===== config.mk =====
export PLATFORM = sky130hd
export DESIGN_NAME = pfsw_ctrl
export DESIGN_NICKNAME = d
export VERILOG_FILES = /design/src/hw/pfsw_pkg.sv /design/src/hw/pfsw_buf.sv /design/src/hw/pfsw_ctrl.sv
export VERILOG_INCLUDE_DIRS = /design/src /design/src/hw
export SDC_FILE = /design/constraint.sdc
export NUM_CORES = 1
export LEC_CHECK = 0
export ABC_AREA = 1
export BUFFER_PORTS_ARGS = -buffer_cell sky130_fd_sc_hd__buf_2
export CAP_MARGIN = 20
export CORE_MARGIN = 1.5
export CORE_UTILIZATION = 58
export DETAILED_ROUTE_END_ITERATION = 8
export PLACE_DENSITY = 0.8
export SYNTH_ARGS = -nofsm -noshare
export SYNTH_HDL_FRONTEND = slang
export SYNTH_SLANG_ARGS = --single-unit

===== constraint.sdc =====
create_clock -name clk_i -period 2.07 [get_ports clk_i]
set_clock_uncertainty 0.1 [all_clocks]
set_input_delay 0.414 -clock clk_i [delete_from_list [all_inputs] [get_ports clk_i]]
set_output_delay 0.414 -clock clk_i [all_outputs]
set_load 0.1 [all_outputs]

===== src/hw/pfsw_defs.svh =====
// constants for the program flash self-write controller
`ifndef PFSW_DEFS_SVH
`define PFSW_DEFS_SVH
`define PFSW_UNLOCK_FIRST   8'h55
`define PFSW_UNLOCK_SECOND  8'haa
`define PFSW_CLK_HZ         50000000
`define PFSW_ERASE_US       4000
`define PFSW_PWRT_US        72000
`define PFSW_ERASE_CYC      ((`PFSW_CLK_HZ / 1000000) * `PFSW_ERASE_US)
`define PFSW_PWRT_CYC       ((`PFSW_CLK_HZ / 1000000) * `PFSW_PWRT_US)
`define PFSW_LAST_SLOT      2'h3
`define PFSW_ROW_LAST       4'h3
`define PFSW_ADDR_MAX       13'h0fff
`define PFSW_CTL_CALIBRATION_SPACE_SELECT     6
`define PFSW_CTL_WRITE_ENABLE_BIT       2
`define PFSW_CTL_WR         1
`define PFSW_CTL_RD         0
`define PFSW_CTL_RSVD_ONE   7
`endif


===== src/hw/pfsw_pkg.sv =====
// types for the program flash self-write controller
`default_nettype none
package pfsw_pkg;
	typedef enum logic [2:0] {
		PFSW_IDLE,
		PFSW_RD1,
		PFSW_RD2,
		PFSW_WSET1,
		PFSW_WSET2,
		PFSW_ERASE,
		PFSW_PROG
	} pfsw_state_t;
	typedef struct packed {
		logic [7:0] wdata;
		logic       wr_addr_low;
		logic       wr_addr_high;
		logic       wr_data_low;
		logic       wr_data_high;
		logic       wr_control;
		logic       wr_unlock;
	} pfsw_sfr_wr_t;
	typedef struct packed {
		logic        req;
		logic        erase;
		logic [12:0] addr;
		logic [13:0] data;
		logic        test_space;
	} pfsw_arr_req_t;
endpackage : pfsw_pkg
`default_nettype wire


===== src/hw/pfsw_buf.sv =====
// four-word write buffer with registered read port
`default_nettype none
module pfsw_buf
	import pfsw_pkg::*;
(
	input  wire logic        clk_i,
	input  wire logic        nrst_i,
	input  wire logic        we_i,
	input  wire logic [1:0]  wslot_i,
	input  wire logic [13:0] wdata_i,
	input  wire logic [1:0]  rslot_i,
	output logic      [13:0] rdata_o
);
	logic [13:0] mem [4];
	genvar g;
	generate
		for (g = 0; g < 4; g++) begin : g_slot
			always_ff @(posedge clk_i or negedge nrst_i) begin
				if (!nrst_i)
					mem[g] <= 14'h0000;
				else if (we_i && wslot_i == 2'(g))
					mem[g] <= wdata_i;
			end
		end
	endgenerate
	always_ff @(posedge clk_i or negedge nrst_i) begin
		if (!nrst_i)
			rdata_o <= 14'h0000;
		else
			rdata_o <= mem[rslot_i];
	end
endmodule // pfsw_buf
`default_nettype wire


===== src/hw/pfsw_ctrl.sv =====
// program flash self-write controller top
`include "pfsw_defs.svh"
`default_nettype none
module pfsw_ctrl
	import pfsw_pkg::*;
#(
	parameter int unsigned ERASE_CYC = `PFSW_ERASE_CYC,
	parameter int unsigned PWRT_CYC  = `PFSW_PWRT_CYC
) (
	input  wire logic          clk_i,
	input  wire logic          nrst_i,
	input  wire pfsw_sfr_wr_t  sfr_wr_i,
	input  wire logic [1:0]    protect_seg_i,
	input  wire logic          serial_prog_i,
	input  wire logic          code_protect_i,
	input  wire logic [13:0]   arr_rdata_i,
	input  wire logic          arr_done_i,
	output pfsw_arr_req_t      arr_req_o,
	output logic [7:0]         flash_addr_low_o,
	output logic [7:0]         flash_addr_high_o,
	output logic [7:0]         flash_data_low_o,
	output logic [7:0]         flash_data_high_o,
	output logic [7:0]         flash_control_o,
	output logic [7:0]         flash_unlock_port_o,
	output logic               discard_instr_o,
	output logic               cpu_stall_o,
	output logic               write_blocked_o
);
	// ----------------------------------------------------------------
	// registers
	// ----------------------------------------------------------------
	pfsw_state_t state_reg, state_next;
	logic [7:0]  addr_lo_reg;
	logic [3:0]  addr_hi_reg;
	logic [13:0] data_reg;
	logic        calibration_space_select_reg, write_enable_bit_reg, wr_reg, rd_reg;
	logic [1:0]  unlock_reg;
	logic [31:0] cnt_reg;
	logic        pwrt_done_reg;
	logic [31:0] pwrt_reg;
	logic [1:0]  prog_slot_reg;
	logic        armed_reg;

	// ----------------------------------------------------------------
	// decode
	// ----------------------------------------------------------------
	wire logic [7:0]  wd       = sfr_wr_i.wdata;
	wire logic [12:0] addr_w   = {1'b0, addr_hi_reg, addr_lo_reg};
	wire logic        set_rd   = sfr_wr_i.wr_control && wd[`PFSW_CTL_RD]
		&& !rd_reg && !wr_reg;
	wire logic        set_wr   = sfr_wr_i.wr_control && wd[`PFSW_CTL_WR]
		&& !rd_reg && !wr_reg;
	wire logic        unlocked = unlock_reg == 2'h2;
	// segment map: 0 none, 1 low 1k, 2 low 2k, 3 all protected
	wire logic        seg_prot = (protect_seg_i == 2'h3)
		|| (protect_seg_i == 2'h2 && addr_w < 13'h0800)
		|| (protect_seg_i == 2'h1 && addr_w < 13'h0400);
	// protection ignored while the serial programmer owns the array
	wire logic        prot_hit = seg_prot && !serial_prog_i;
	wire logic        wr_ok    = unlocked && write_enable_bit_reg && pwrt_done_reg
		&& !calibration_space_select_reg && !prot_hit && addr_w <= `PFSW_ADDR_MAX
		&& !(serial_prog_i && code_protect_i);
	wire logic        last_slot = addr_lo_reg[1:0] == `PFSW_LAST_SLOT;
	wire logic        row_erase = addr_lo_reg[3:0] == `PFSW_ROW_LAST;
	wire logic [1:0]  slot      = addr_lo_reg[1:0];
	wire logic        buf_we    = state_reg == PFSW_WSET1 && armed_reg;
	wire logic [13:0] buf_rdata;

	// ----------------------------------------------------------------
	// write buffer
	// ----------------------------------------------------------------
	pfsw_buf u_buf (
		.clk_i   (clk_i),
		.nrst_i  (nrst_i),
		.we_i    (buf_we),
		.wslot_i (slot),
		.wdata_i (data_reg),
		.rslot_i (prog_slot_reg),
		.rdata_o (buf_rdata)
	);

	// ----------------------------------------------------------------
	// sequencer
	// ----------------------------------------------------------------
	always_comb begin
		state_next = state_reg;
		case (state_reg)
			PFSW_IDLE: begin
				if (rd_reg)
					state_next = PFSW_RD1;
				else if (wr_reg)
					state_next = PFSW_WSET1;
			end
			PFSW_RD1:   state_next = PFSW_RD2;
			PFSW_RD2:   state_next = PFSW_IDLE;
			PFSW_WSET1: state_next = PFSW_WSET2;
			PFSW_WSET2: begin
				if (armed_reg && last_slot)
					state_next = row_erase ? PFSW_ERASE : PFSW_PROG;
				else
					state_next = PFSW_IDLE;
			end
			PFSW_ERASE: begin
				if (cnt_reg >= ERASE_CYC - 1)
					state_next = PFSW_PROG;
			end
			PFSW_PROG: begin
				if (arr_done_i && prog_slot_reg == 2'h3)
					state_next = PFSW_IDLE;
			end
			default: state_next = PFSW_IDLE;
		endcase
	end

	always_ff @(posedge clk_i or negedge nrst_i) begin
		if (!nrst_i) begin
			state_reg <= PFSW_IDLE;
			cnt_reg   <= 32'h0;
			armed_reg <= 1'b0;
			prog_slot_reg <= 2'h0;
		end else begin
			state_reg <= state_next;
			cnt_reg   <= (state_reg == PFSW_ERASE) ? cnt_reg + 32'h1 : 32'h0;
			if (state_reg == PFSW_IDLE && wr_reg)
				armed_reg <= wr_ok;
			if (state_reg == PFSW_WSET2)
				prog_slot_reg <= 2'h0;
			else if (state_reg == PFSW_PROG && arr_done_i)
				prog_slot_reg <= prog_slot_reg + 2'h1;
		end
	end

	// ----------------------------------------------------------------
	// sfr registers
	// ----------------------------------------------------------------
	always_ff @(posedge clk_i or negedge nrst_i) begin
		if (!nrst_i) begin
			addr_lo_reg <= 8'h00;
			addr_hi_reg <= 4'h0;
			data_reg    <= 14'h0000;
			calibration_space_select_reg  <= 1'b0;
			write_enable_bit_reg    <= 1'b0;
			rd_reg      <= 1'b0;
			wr_reg      <= 1'b0;
			unlock_reg  <= 2'h0;
		end else begin
			if (sfr_wr_i.wr_addr_low)
				addr_lo_reg <= wd;
			if (sfr_wr_i.wr_addr_high)
				addr_hi_reg <= wd[3:0];
			if (state_reg == PFSW_RD2)
				data_reg <= arr_rdata_i;
			else if (sfr_wr_i.wr_data_low)
				data_reg[7:0] <= wd;
			else if (sfr_wr_i.wr_data_high)
				data_reg[13:8] <= wd[5:0];
			if (sfr_wr_i.wr_control) begin
				calibration_space_select_reg <= wd[`PFSW_CTL_CALIBRATION_SPACE_SELECT];
				write_enable_bit_reg   <= wd[`PFSW_CTL_WRITE_ENABLE_BIT];
			end
			// set-only from software, cleared by the sequencer
			if (set_rd)
				rd_reg <= 1'b1;
			else if (state_reg == PFSW_RD2)
				rd_reg <= 1'b0;
			if (set_wr)
				wr_reg <= 1'b1;
			else if (state_next == PFSW_IDLE && state_reg != PFSW_IDLE
				&& !rd_reg)
				wr_reg <= 1'b0;
			// any other sfr write breaks the unlock sequence
			if (sfr_wr_i.wr_unlock && wd == `PFSW_UNLOCK_FIRST)
				unlock_reg <= 2'h1;
			else if (sfr_wr_i.wr_unlock && wd == `PFSW_UNLOCK_SECOND
				&& unlock_reg == 2'h1)
				unlock_reg <= 2'h2;
			// the control write that sets wr keeps it until the arm decision
			else if ((sfr_wr_i != '0 && !set_wr) || state_reg == PFSW_WSET1)
				unlock_reg <= 2'h0;
		end
	end

	// power-up timer holds off writes after reset
	always_ff @(posedge clk_i or negedge nrst_i) begin
		if (!nrst_i) begin
			pwrt_reg      <= 32'h0;
			pwrt_done_reg <= 1'b0;
		end else if (!pwrt_done_reg) begin
			pwrt_reg      <= pwrt_reg + 32'h1;
			pwrt_done_reg <= pwrt_reg >= PWRT_CYC - 1;
		end
	end

	// ----------------------------------------------------------------
	// outputs
	// ----------------------------------------------------------------
	assign flash_addr_low_o    = addr_lo_reg;
	assign flash_addr_high_o   = {4'h0, addr_hi_reg};
	assign flash_data_low_o    = data_reg[7:0];
	assign flash_data_high_o   = {2'h0, data_reg[13:8]};
	assign flash_control_o     = {1'b1, calibration_space_select_reg, 3'h0, write_enable_bit_reg,
		wr_reg, rd_reg};
	assign flash_unlock_port_o = 8'h00;
	assign discard_instr_o     = state_reg == PFSW_RD1;
	// clocks keep running; only instruction fetch waits
	assign cpu_stall_o = state_reg == PFSW_ERASE
		|| state_reg == PFSW_PROG;
	assign write_blocked_o = !pwrt_done_reg;
	assign arr_req_o.req   = state_reg == PFSW_RD2 || state_reg == PFSW_ERASE
		&& cnt_reg == 32'h0 || state_reg == PFSW_PROG;
	assign arr_req_o.erase = state_reg == PFSW_ERASE;
	assign arr_req_o.addr  = state_reg == PFSW_RD2 ? addr_w
		: {addr_w[12:2], (state_reg == PFSW_ERASE) ? 2'h0 : prog_slot_reg};
	assign arr_req_o.data  = buf_rdata;
	// test space reads go dark under code protection
	assign arr_req_o.test_space = calibration_space_select_reg && !code_protect_i;

	// ----------------------------------------------------------------
	// checks
	// ----------------------------------------------------------------
	property p_rd_two;
		@(posedge clk_i) disable iff (!nrst_i)
		(state_reg == PFSW_IDLE && rd_reg) |=> ##1 arr_req_o.req;
	endproperty
	a_rd_two: assert property (p_rd_two) else $error("read late");
	property p_unlock_zero;
		@(posedge clk_i) disable iff (!nrst_i)
		flash_unlock_port_o == 8'h00;
	endproperty
	a_unlock_zero: assert property (p_unlock_zero) else $error("unlock read");
	property p_no_arm;
		@(posedge clk_i) disable iff (!nrst_i)
		(state_reg == PFSW_IDLE && wr_reg && !write_enable_bit_reg) |=> !armed_reg;
	endproperty
	a_no_arm: assert property (p_no_arm) else $error("armed no write_enable_bit");
	property p_cal_block;
		@(posedge clk_i) disable iff (!nrst_i)
		(state_reg == PFSW_IDLE && wr_reg && calibration_space_select_reg) |=> !armed_reg;
	endproperty
	a_cal_block: assert property (p_cal_block) else $error("cal write");
	property p_erase_nib;
		@(posedge clk_i) disable iff (!nrst_i)
		(state_reg == PFSW_ERASE) |-> addr_lo_reg[3:0] == 4'h3;
	endproperty
	a_erase_nib: assert property (p_erase_nib) else $error("bad erase");
	property p_stall;
		@(posedge clk_i) disable iff (!nrst_i)
		(state_reg == PFSW_WSET2 && armed_reg && last_slot && row_erase)
			|=> cpu_stall_o && arr_req_o.req && arr_req_o.erase;
	endproperty
	a_stall: assert property (p_stall) else $error("no stall");
	property p_pwrt;
		@(posedge clk_i) disable iff (!nrst_i)
		write_blocked_o |-> !(state_reg == PFSW_WSET1 && armed_reg);
	endproperty
	a_pwrt: assert property (p_pwrt) else $error("pwrt write");
	property p_hold;
		@(posedge clk_i) disable iff (!nrst_i)
		(state_reg == PFSW_IDLE && !sfr_wr_i.wr_data_low
			&& !sfr_wr_i.wr_data_high) |=> $stable(data_reg);
	endproperty
	a_hold: assert property (p_hold) else $error("data lost");
endmodule // pfsw_ctrl
`default_nettype wire


==> results.sh, run 1 <==
export IMPL_avgSynthCellArea_um2=8.29
export IMPL_overflow=0
export IMPL_final_area_mm2=0.0102
export IMPL_rsz0062_at_grt="yes"
export IMPL_synth_top_area_share_pct=50.1
export IMPL_ys_types=40
export IMPL_pre_cts_ws_ps=222
export IMPL_clk_latency_ps=440
export IMPL_routed_via_density=5.66
export IMPL_power_density_mw_per_mm2=1300
export IMPL_vias=7640
export IMPL_synth_seq_cells=173
export IMPL_r2r_cells=11
export IMPL_num_antenna_cells=0
export IMPL_setup_ws_ps=-176
export IMPL_relSlewSlack_pct=65.2
export IMPL_clockBufferDepth=2
export IMPL_place_gp_congestion=0.939
export IMPL_finalSetupViolations=5
export IMPL_async_flop_share_pct=100
export IMPL_detail_route_antenna_nets=0
export IMPL_rows=44
export IMPL_final_hold_violation_count=0
export IMPL_required_ps=1560
export IMPL_netlist_instances=1043
export IMPL_cts_num_sinks=173
export IMPL_critical_path_class="reg2out"
export IMPL_maxCapViolCount=0
export IMPL_maxSlewViolCount=0
export IMPL_clockRootBuffer="clkbuf_16"
export IMPL_initial_core_util_pct=59.5
export IMPL_synth_common_cells="nand2_1, dfrtp_1, nor2_1, inv_1, o21ai_1"
export IMPL_syn_area_mm2=0.00865
export IMPL_fillers=1105
export IMPL_coreArea_mm2=0.0145
export IMPL_h_tree_depth=4
export IMPL_fin_nets=1193
export IMPL_synth_edf_count=0
export IMPL_violations="negative setup slack"
export IMPL_crit_path_end_kind="output pin"
export IMPL_cp_arrival_ps=1730
export IMPL_total_power_uw=13300
export IMPL_cp_max_fo=4
export IMPL_grt_first_pass_wirelength_um=35700
export IMPL_holdPathStages=3
export IMPL_drtPass1Iterations=5
export IMPL_ys_top_cells_by_area="dfrtp_1, nand2_1, nor2_1, o21ai_1, inv_1"
export IMPL_period_share_pct=109
export IMPL_worst_pin_slew_ps=525
export IMPL_placed_area_mm2=0.00939
export IMPL_fin_crit_ps=2250
export IMPL_wl_per_cell_um=16.1
export IMPL_die_area_mm2=0.0157
export IMPL_yosys_warnings=0
export IMPL_muxShareOfSynthArea_pct=0.130
export IMPL_synth_top_area_cell="dfrtp_1"
export IMPL_die_h_um=125
export IMPL_grt_pass1_vias=7275
export IMPL_synth_top_family_by_area="simple AND/OR/NAND/NOR gates"
export IMPL_ir_worst_vdd_mv=0.807
export IMPL_portBuffers=96
export IMPL_yosys_area_share_simple_pct=26.0
export IMPL_largest_register_ffs=56
export IMPL_yosysMostFrequentCell="nand2_1"
export IMPL_dr_first_iter_drc_count=690
export IMPL_grt_start_max_net_pins=46
export IMPL_grt_usage_pct=28.6
export IMPL_cts_buffers=17
export IMPL_clk_pin_slew_ps=80
export IMPL_ys_seq_area_share_pct=50.1
export IMPL_ios=116
export IMPL_synth_compound_gate_area_share_pct=11.0
export IMPL_hpwl_um=15300
export IMPL_synth_xor_area_share_pct=3.85
export IMPL_synth_main_ff_cell="dfrtp_1"
export IMPL_drive_above_1_share_pct=18.4
export IMPL_fp_dieW_um=125
export IMPL_min_path_type="in2reg"
export IMPL_outcome="finished, violations left"
export IMPL_cts_tree="built"
export IMPL_grt_antenna_before_repair=0
export IMPL_drt_total_wl_um=21700
export IMPL_p_leak_uw=0.00473
export IMPL_drc_errors=0
export IMPL_fmax_mhz=445
export IMPL_start_kind="flip-flop"
export IMPL_synth_fa_ha_area_share_pct=0.579
export IMPL_area_growth_pct=18.0
-- layer usage --
metal | wire (um) | up-vias | track usage, %
met1 | 9240 | 3670 | 38.1
met3 | 1360 | 51 | 5.86
li1 | - | 3611 | -
met5 | 0 | - | 0
met4 | 569 | 0 | 11.7
met2 | 10600 | 308 | 46.3
-- what timing repair did --
action,CTS,global route
endpoints found under the setup margin,6,8
setup buffers,11,8
hold endpoints to repair,40,0
pin swaps,7,4
resized for setup,17,8
hold buffers,1,0
-- worst max-delay path, cell delays in order (launching register included) --
cell     delay (ps)
dfrtp_1         420
nor4_2          290
nand2_1          80
nor3_1          130
nand3_1         100
nand2_2          90
buf_12          170
-- path summary, 6_finish.rpt --
path | from | endpoint | slack, ps
setup / recovery | cnt_reg[17] | arr_req_o[29] | -180
hold / removal | arr_rdata_i[1] | data_reg[1] | 80
setup reg to reg | cnt_reg[0] | cnt_reg[18] | 140
hold reg to reg | u_buf.mem[37] | u_buf.mem[37] | 390
max in group asynchronous | nrst_i | pwrt_reg[17] | 860
min in group asynchronous | nrst_i | u_buf.mem[43] | 370
-- metrics by stage --
stage / setup TNS, ps / utilization [%] / std cells / hold WS [ps]
after floorplan: -83.4 / - / 1060 / 18.4
after global placement: 0 / 64.6 / 1300 / 277
after detailed placement: 0 / 64.6 / 1300 / 277
after CTS: -210 / 69.7 / 1343 / 81.5
after global routing: -860 / 70.2 / 1350 / 99.2
final: -540 / 70.2 / 1350 / 81.5
-- power breakdown --
| group | total (uW) | switching, uW | internal [uW] |
|---|---|---|---|
| registers | 4460 | 406 | 4050 |
| clock network | 3190 | 1370 | 1820 |
| logic | 5630 | 4380 | 1250 |
-- area by class of cell --
class	instances	area, um^2	share of cell area (%)
clock inverters	11	135	1.32
multi-input cells	732	3770	36.9
well taps	184	230	2.26
repair buffers	135	931	9.12
inverters	95	363	3.55
clock buffers	20	447	4.38
flip-flops and latches	173	4340	42.5
-- placed cells by master, fill, tap and decap left out, types with 3 or more instances in the layout --
master / count
o221ai_1: 7
buf_6: 6
nor2_2: 6
nand3_4: 7
o22ai_1: 15
clkbuf_16: 17
nor2_4: 7
xor2_1: 22
nor4_1: 8
o21ai_1: 66
buf_12: 9
nor4_2: 3
clkinvlp_4: 6
inv_1: 86
o21ai_4: 3
o211ai_1: 9
nand2_1: 233
o21ai_0: 46
conb_1: 19
nor2_1: 117
a21oi_1: 19
xnor2_1: 16
buf_2: 88
nand4_1: 19
nand2_2: 5
nor3b_1: 3
nor3_1: 36
buf_4: 31
a21boi_0: 4
dfrtp_1: 170
ha_1: 3
inv_2: 7
nand3_1: 42
-- kinds of logic (layout without fill, tap and decap cells) --
kind of cell / count (synthesis) / after routing
AND/OR/NAND/NOR: 497 / 497
buffers and inverters: 155 / 261
other: 2 / 19
flip-flops: 173 / 173
multiplexers: 1 / 1
XOR/XNOR: 38 / 38
adder cells (fa/ha/maj): 4 / 4
AO/OA/AOI/OAI: 173 / 173
Note: power is estimated with default switching activity, not from simulation.
==> run 2, diff against run 1 <==
--- a/config.mk
+++ b/config.mk
@@ -9,10 +9,11 @@
 export ABC_AREA = 1
 export BUFFER_PORTS_ARGS = -buffer_cell sky130_fd_sc_hd__buf_2
 export CAP_MARGIN = 20
-export CORE_MARGIN = 1.5
+export CORE_MARGIN = 10
 export CORE_UTILIZATION = 58
 export DETAILED_ROUTE_END_ITERATION = 8
 export PLACE_DENSITY = 0.8
+export SKIP_CTS_REPAIR_TIMING = 1
 export SYNTH_ARGS = -nofsm -noshare
 export SYNTH_HDL_FRONTEND = slang
 export SYNTH_SLANG_ARGS = --single-unit
==> results.sh, run 2 (synthesis gave the netlist of run 1 again) <==
export IMPL_outcome="finished, violations left"
export IMPL_violations="negative setup slack"
export IMPL_slowest_delay_ps=420
export IMPL_fmax_mhz=434
export IMPL_setup_ws_ps=-237
export IMPL_fin_setup_tns_ps=-507
export IMPL_path_cells="nor4_2 -> nand2_1 -> nor3_2 -> nand3_1 -> nand2_2 -> buf_12"
export IMPL_drt_total_wl_um=23300
export IMPL_drive_above_1_share_pct=17.9
export IMPL_final_hold_violation_count=0
export IMPL_drtPass1Iterations=6
export IMPL_fp_dieW_um=142
export IMPL_grt_antenna_before_repair=0
export IMPL_relSlewSlack_pct=63.6
export IMPL_portBuffers=96
export IMPL_p_leak_uw=0.00475
export IMPL_cts_tree="built"
export IMPL_rr_startpoint="cnt_reg[0]"
export IMPL_wl_per_cell_um=17.3
export IMPL_die_area_mm2=0.0202
export IMPL_detail_route_antenna_nets=0
export IMPL_grt_start_max_net_pins=48
export IMPL_power_density_mw_per_mm2=1330
export IMPL_crit_path_end_kind="output pin"
export IMPL_fin_nets=1183
export IMPL_final_cell_mix="nand2_1, dfrtp_1, nor2_1, inv_1, buf_2"
export IMPL_start_kind="flip-flop"
export IMPL_cts_num_sinks=173
export IMPL_cts_buffers=17
export IMPL_vias=7665
export IMPL_coreArea_mm2=0.0146
export IMPL_initial_core_util_pct=59.3
export IMPL_pre_cts_ws_ps=158
export IMPL_rsz0062_at_grt="yes"
export IMPL_fin_crit_ps=2310
export IMPL_place_gp_congestion=0.953
export IMPL_critical_path_class="reg2out"
export IMPL_maxCapViolCount=0
export IMPL_dr_first_iter_drc_count=808
export IMPL_finalSetupViolations=4
export IMPL_area_growth_pct=17.9
export IMPL_required_ps=1560
export IMPL_routed_via_density=5.72
export IMPL_mostFrequentLayoutCell="nand2_1"
export IMPL_cp_max_fo=4
export IMPL_largest_register_ffs=56
export IMPL_cp_arrival_ps=1790
export IMPL_min_path_type="in2reg"
export IMPL_overflow=0
export IMPL_clockRootBuffer="clkbuf_16"
export IMPL_h_tree_depth=4
export IMPL_clk_pin_slew_ps=70
export IMPL_fillers=1130
export IMPL_ir_worst_vdd_mv=0.733
export IMPL_ios=116
export IMPL_grt_usage_pct=22.4
export IMPL_die_h_um=142
export IMPL_min_from="arr_rdata_i[0]"
export IMPL_worst_pin_slew_ps=546
export IMPL_cp_slowest_cell="dfrtp_1"
export IMPL_grt_pass1_vias=7246
export IMPL_maxSlewViolCount=0
export IMPL_clk_latency_ps=440
export IMPL_clockBufferDepth=2
export IMPL_rows=44
export IMPL_grt_first_pass_wirelength_um=36700
export IMPL_drc_errors=0
export IMPL_period_share_pct=111
export IMPL_hpwl_um=16600
export IMPL_num_antenna_cells=0
export IMPL_crit_path_start="cnt_reg[10]"
-- run 2: cell count changes in the layout (fill, tap and decap cells not counted), moves of 3 or more --
cell / before / now
buf_12: 9 / 12
buf_4: 31 / 21
buf_6: 6 / 2
inv_2: 7 / 4
clkinvlp_4: 6 / 1
inv_8: 1 / 7
-- run 2: cell type report --
cell class	instances	area, um^2	area share [%]
clock inverter	15	173	1.69
timing repair buffer	125	896	8.79
inverter	95	377	3.69
sequential	173	4340	42.5
multi-input combinational	732	3760	36.9
tap	184	230	2.26
clock buffer	17	425	4.17
-- run 2: final timing paths --
path	slack, ps	cells past startpoint	endpoint
min in group asynchronous	340	2	u_buf.rdata_o[2]
max in group asynchronous	840	3	cnt_reg[22]
hold / removal	90	3	data_reg[0]
setup reg to reg	100	11	cnt_reg[22]
setup / recovery	-240	6	arr_req_o[29]
hold reg to reg	390	2	u_buf.mem[27]
-- run 2: per-stage QoR --
stage / std cells / total power (uW) / utilization, % / hold WS (ps) / area, um^2
global placement: 1294 / 9960 / 64.2 / 234 / 9370
CTS: 1326 / 13300 / 68.3 / -226 / 9970
floorplan: 1060 / 8760 / - / 18.4 / 8760
finish: 1341 / 13500 / 69.9 / 85.3 / 10200
global route: 1341 / 14100 / 69.9 / 87.8 / 10200
detailed placement: 1294 / 10000 / 64.2 / 235 / 9370
-- run 2: power breakdown --
group	total (uW)	internal, uW	leakage [uW]	switching [uW]
logic	5810	1310	0.00215	4500
registers	4490	4050	0.00231	430
clock network	3250	1730	0.000294	1520
-- run 2: critical path, delay by kind of cell (launching register included) --
family                 cells  cell delay (ps)
buffers and inverters      1              170
AND/OR/NAND/NOR            5              760
flip-flops                 1              420
-- run 2: layer usage --
metal,share of wire [%],wire (um),global-route usage [%],up-vias
li1,-,-,-,3597
met1,41,9490,28.2,3683
met2,49,11500,36.8,340
met3,7.4,1710,4.61,45
met4,2.4,551,9.47,0
met5,0,0,0,-
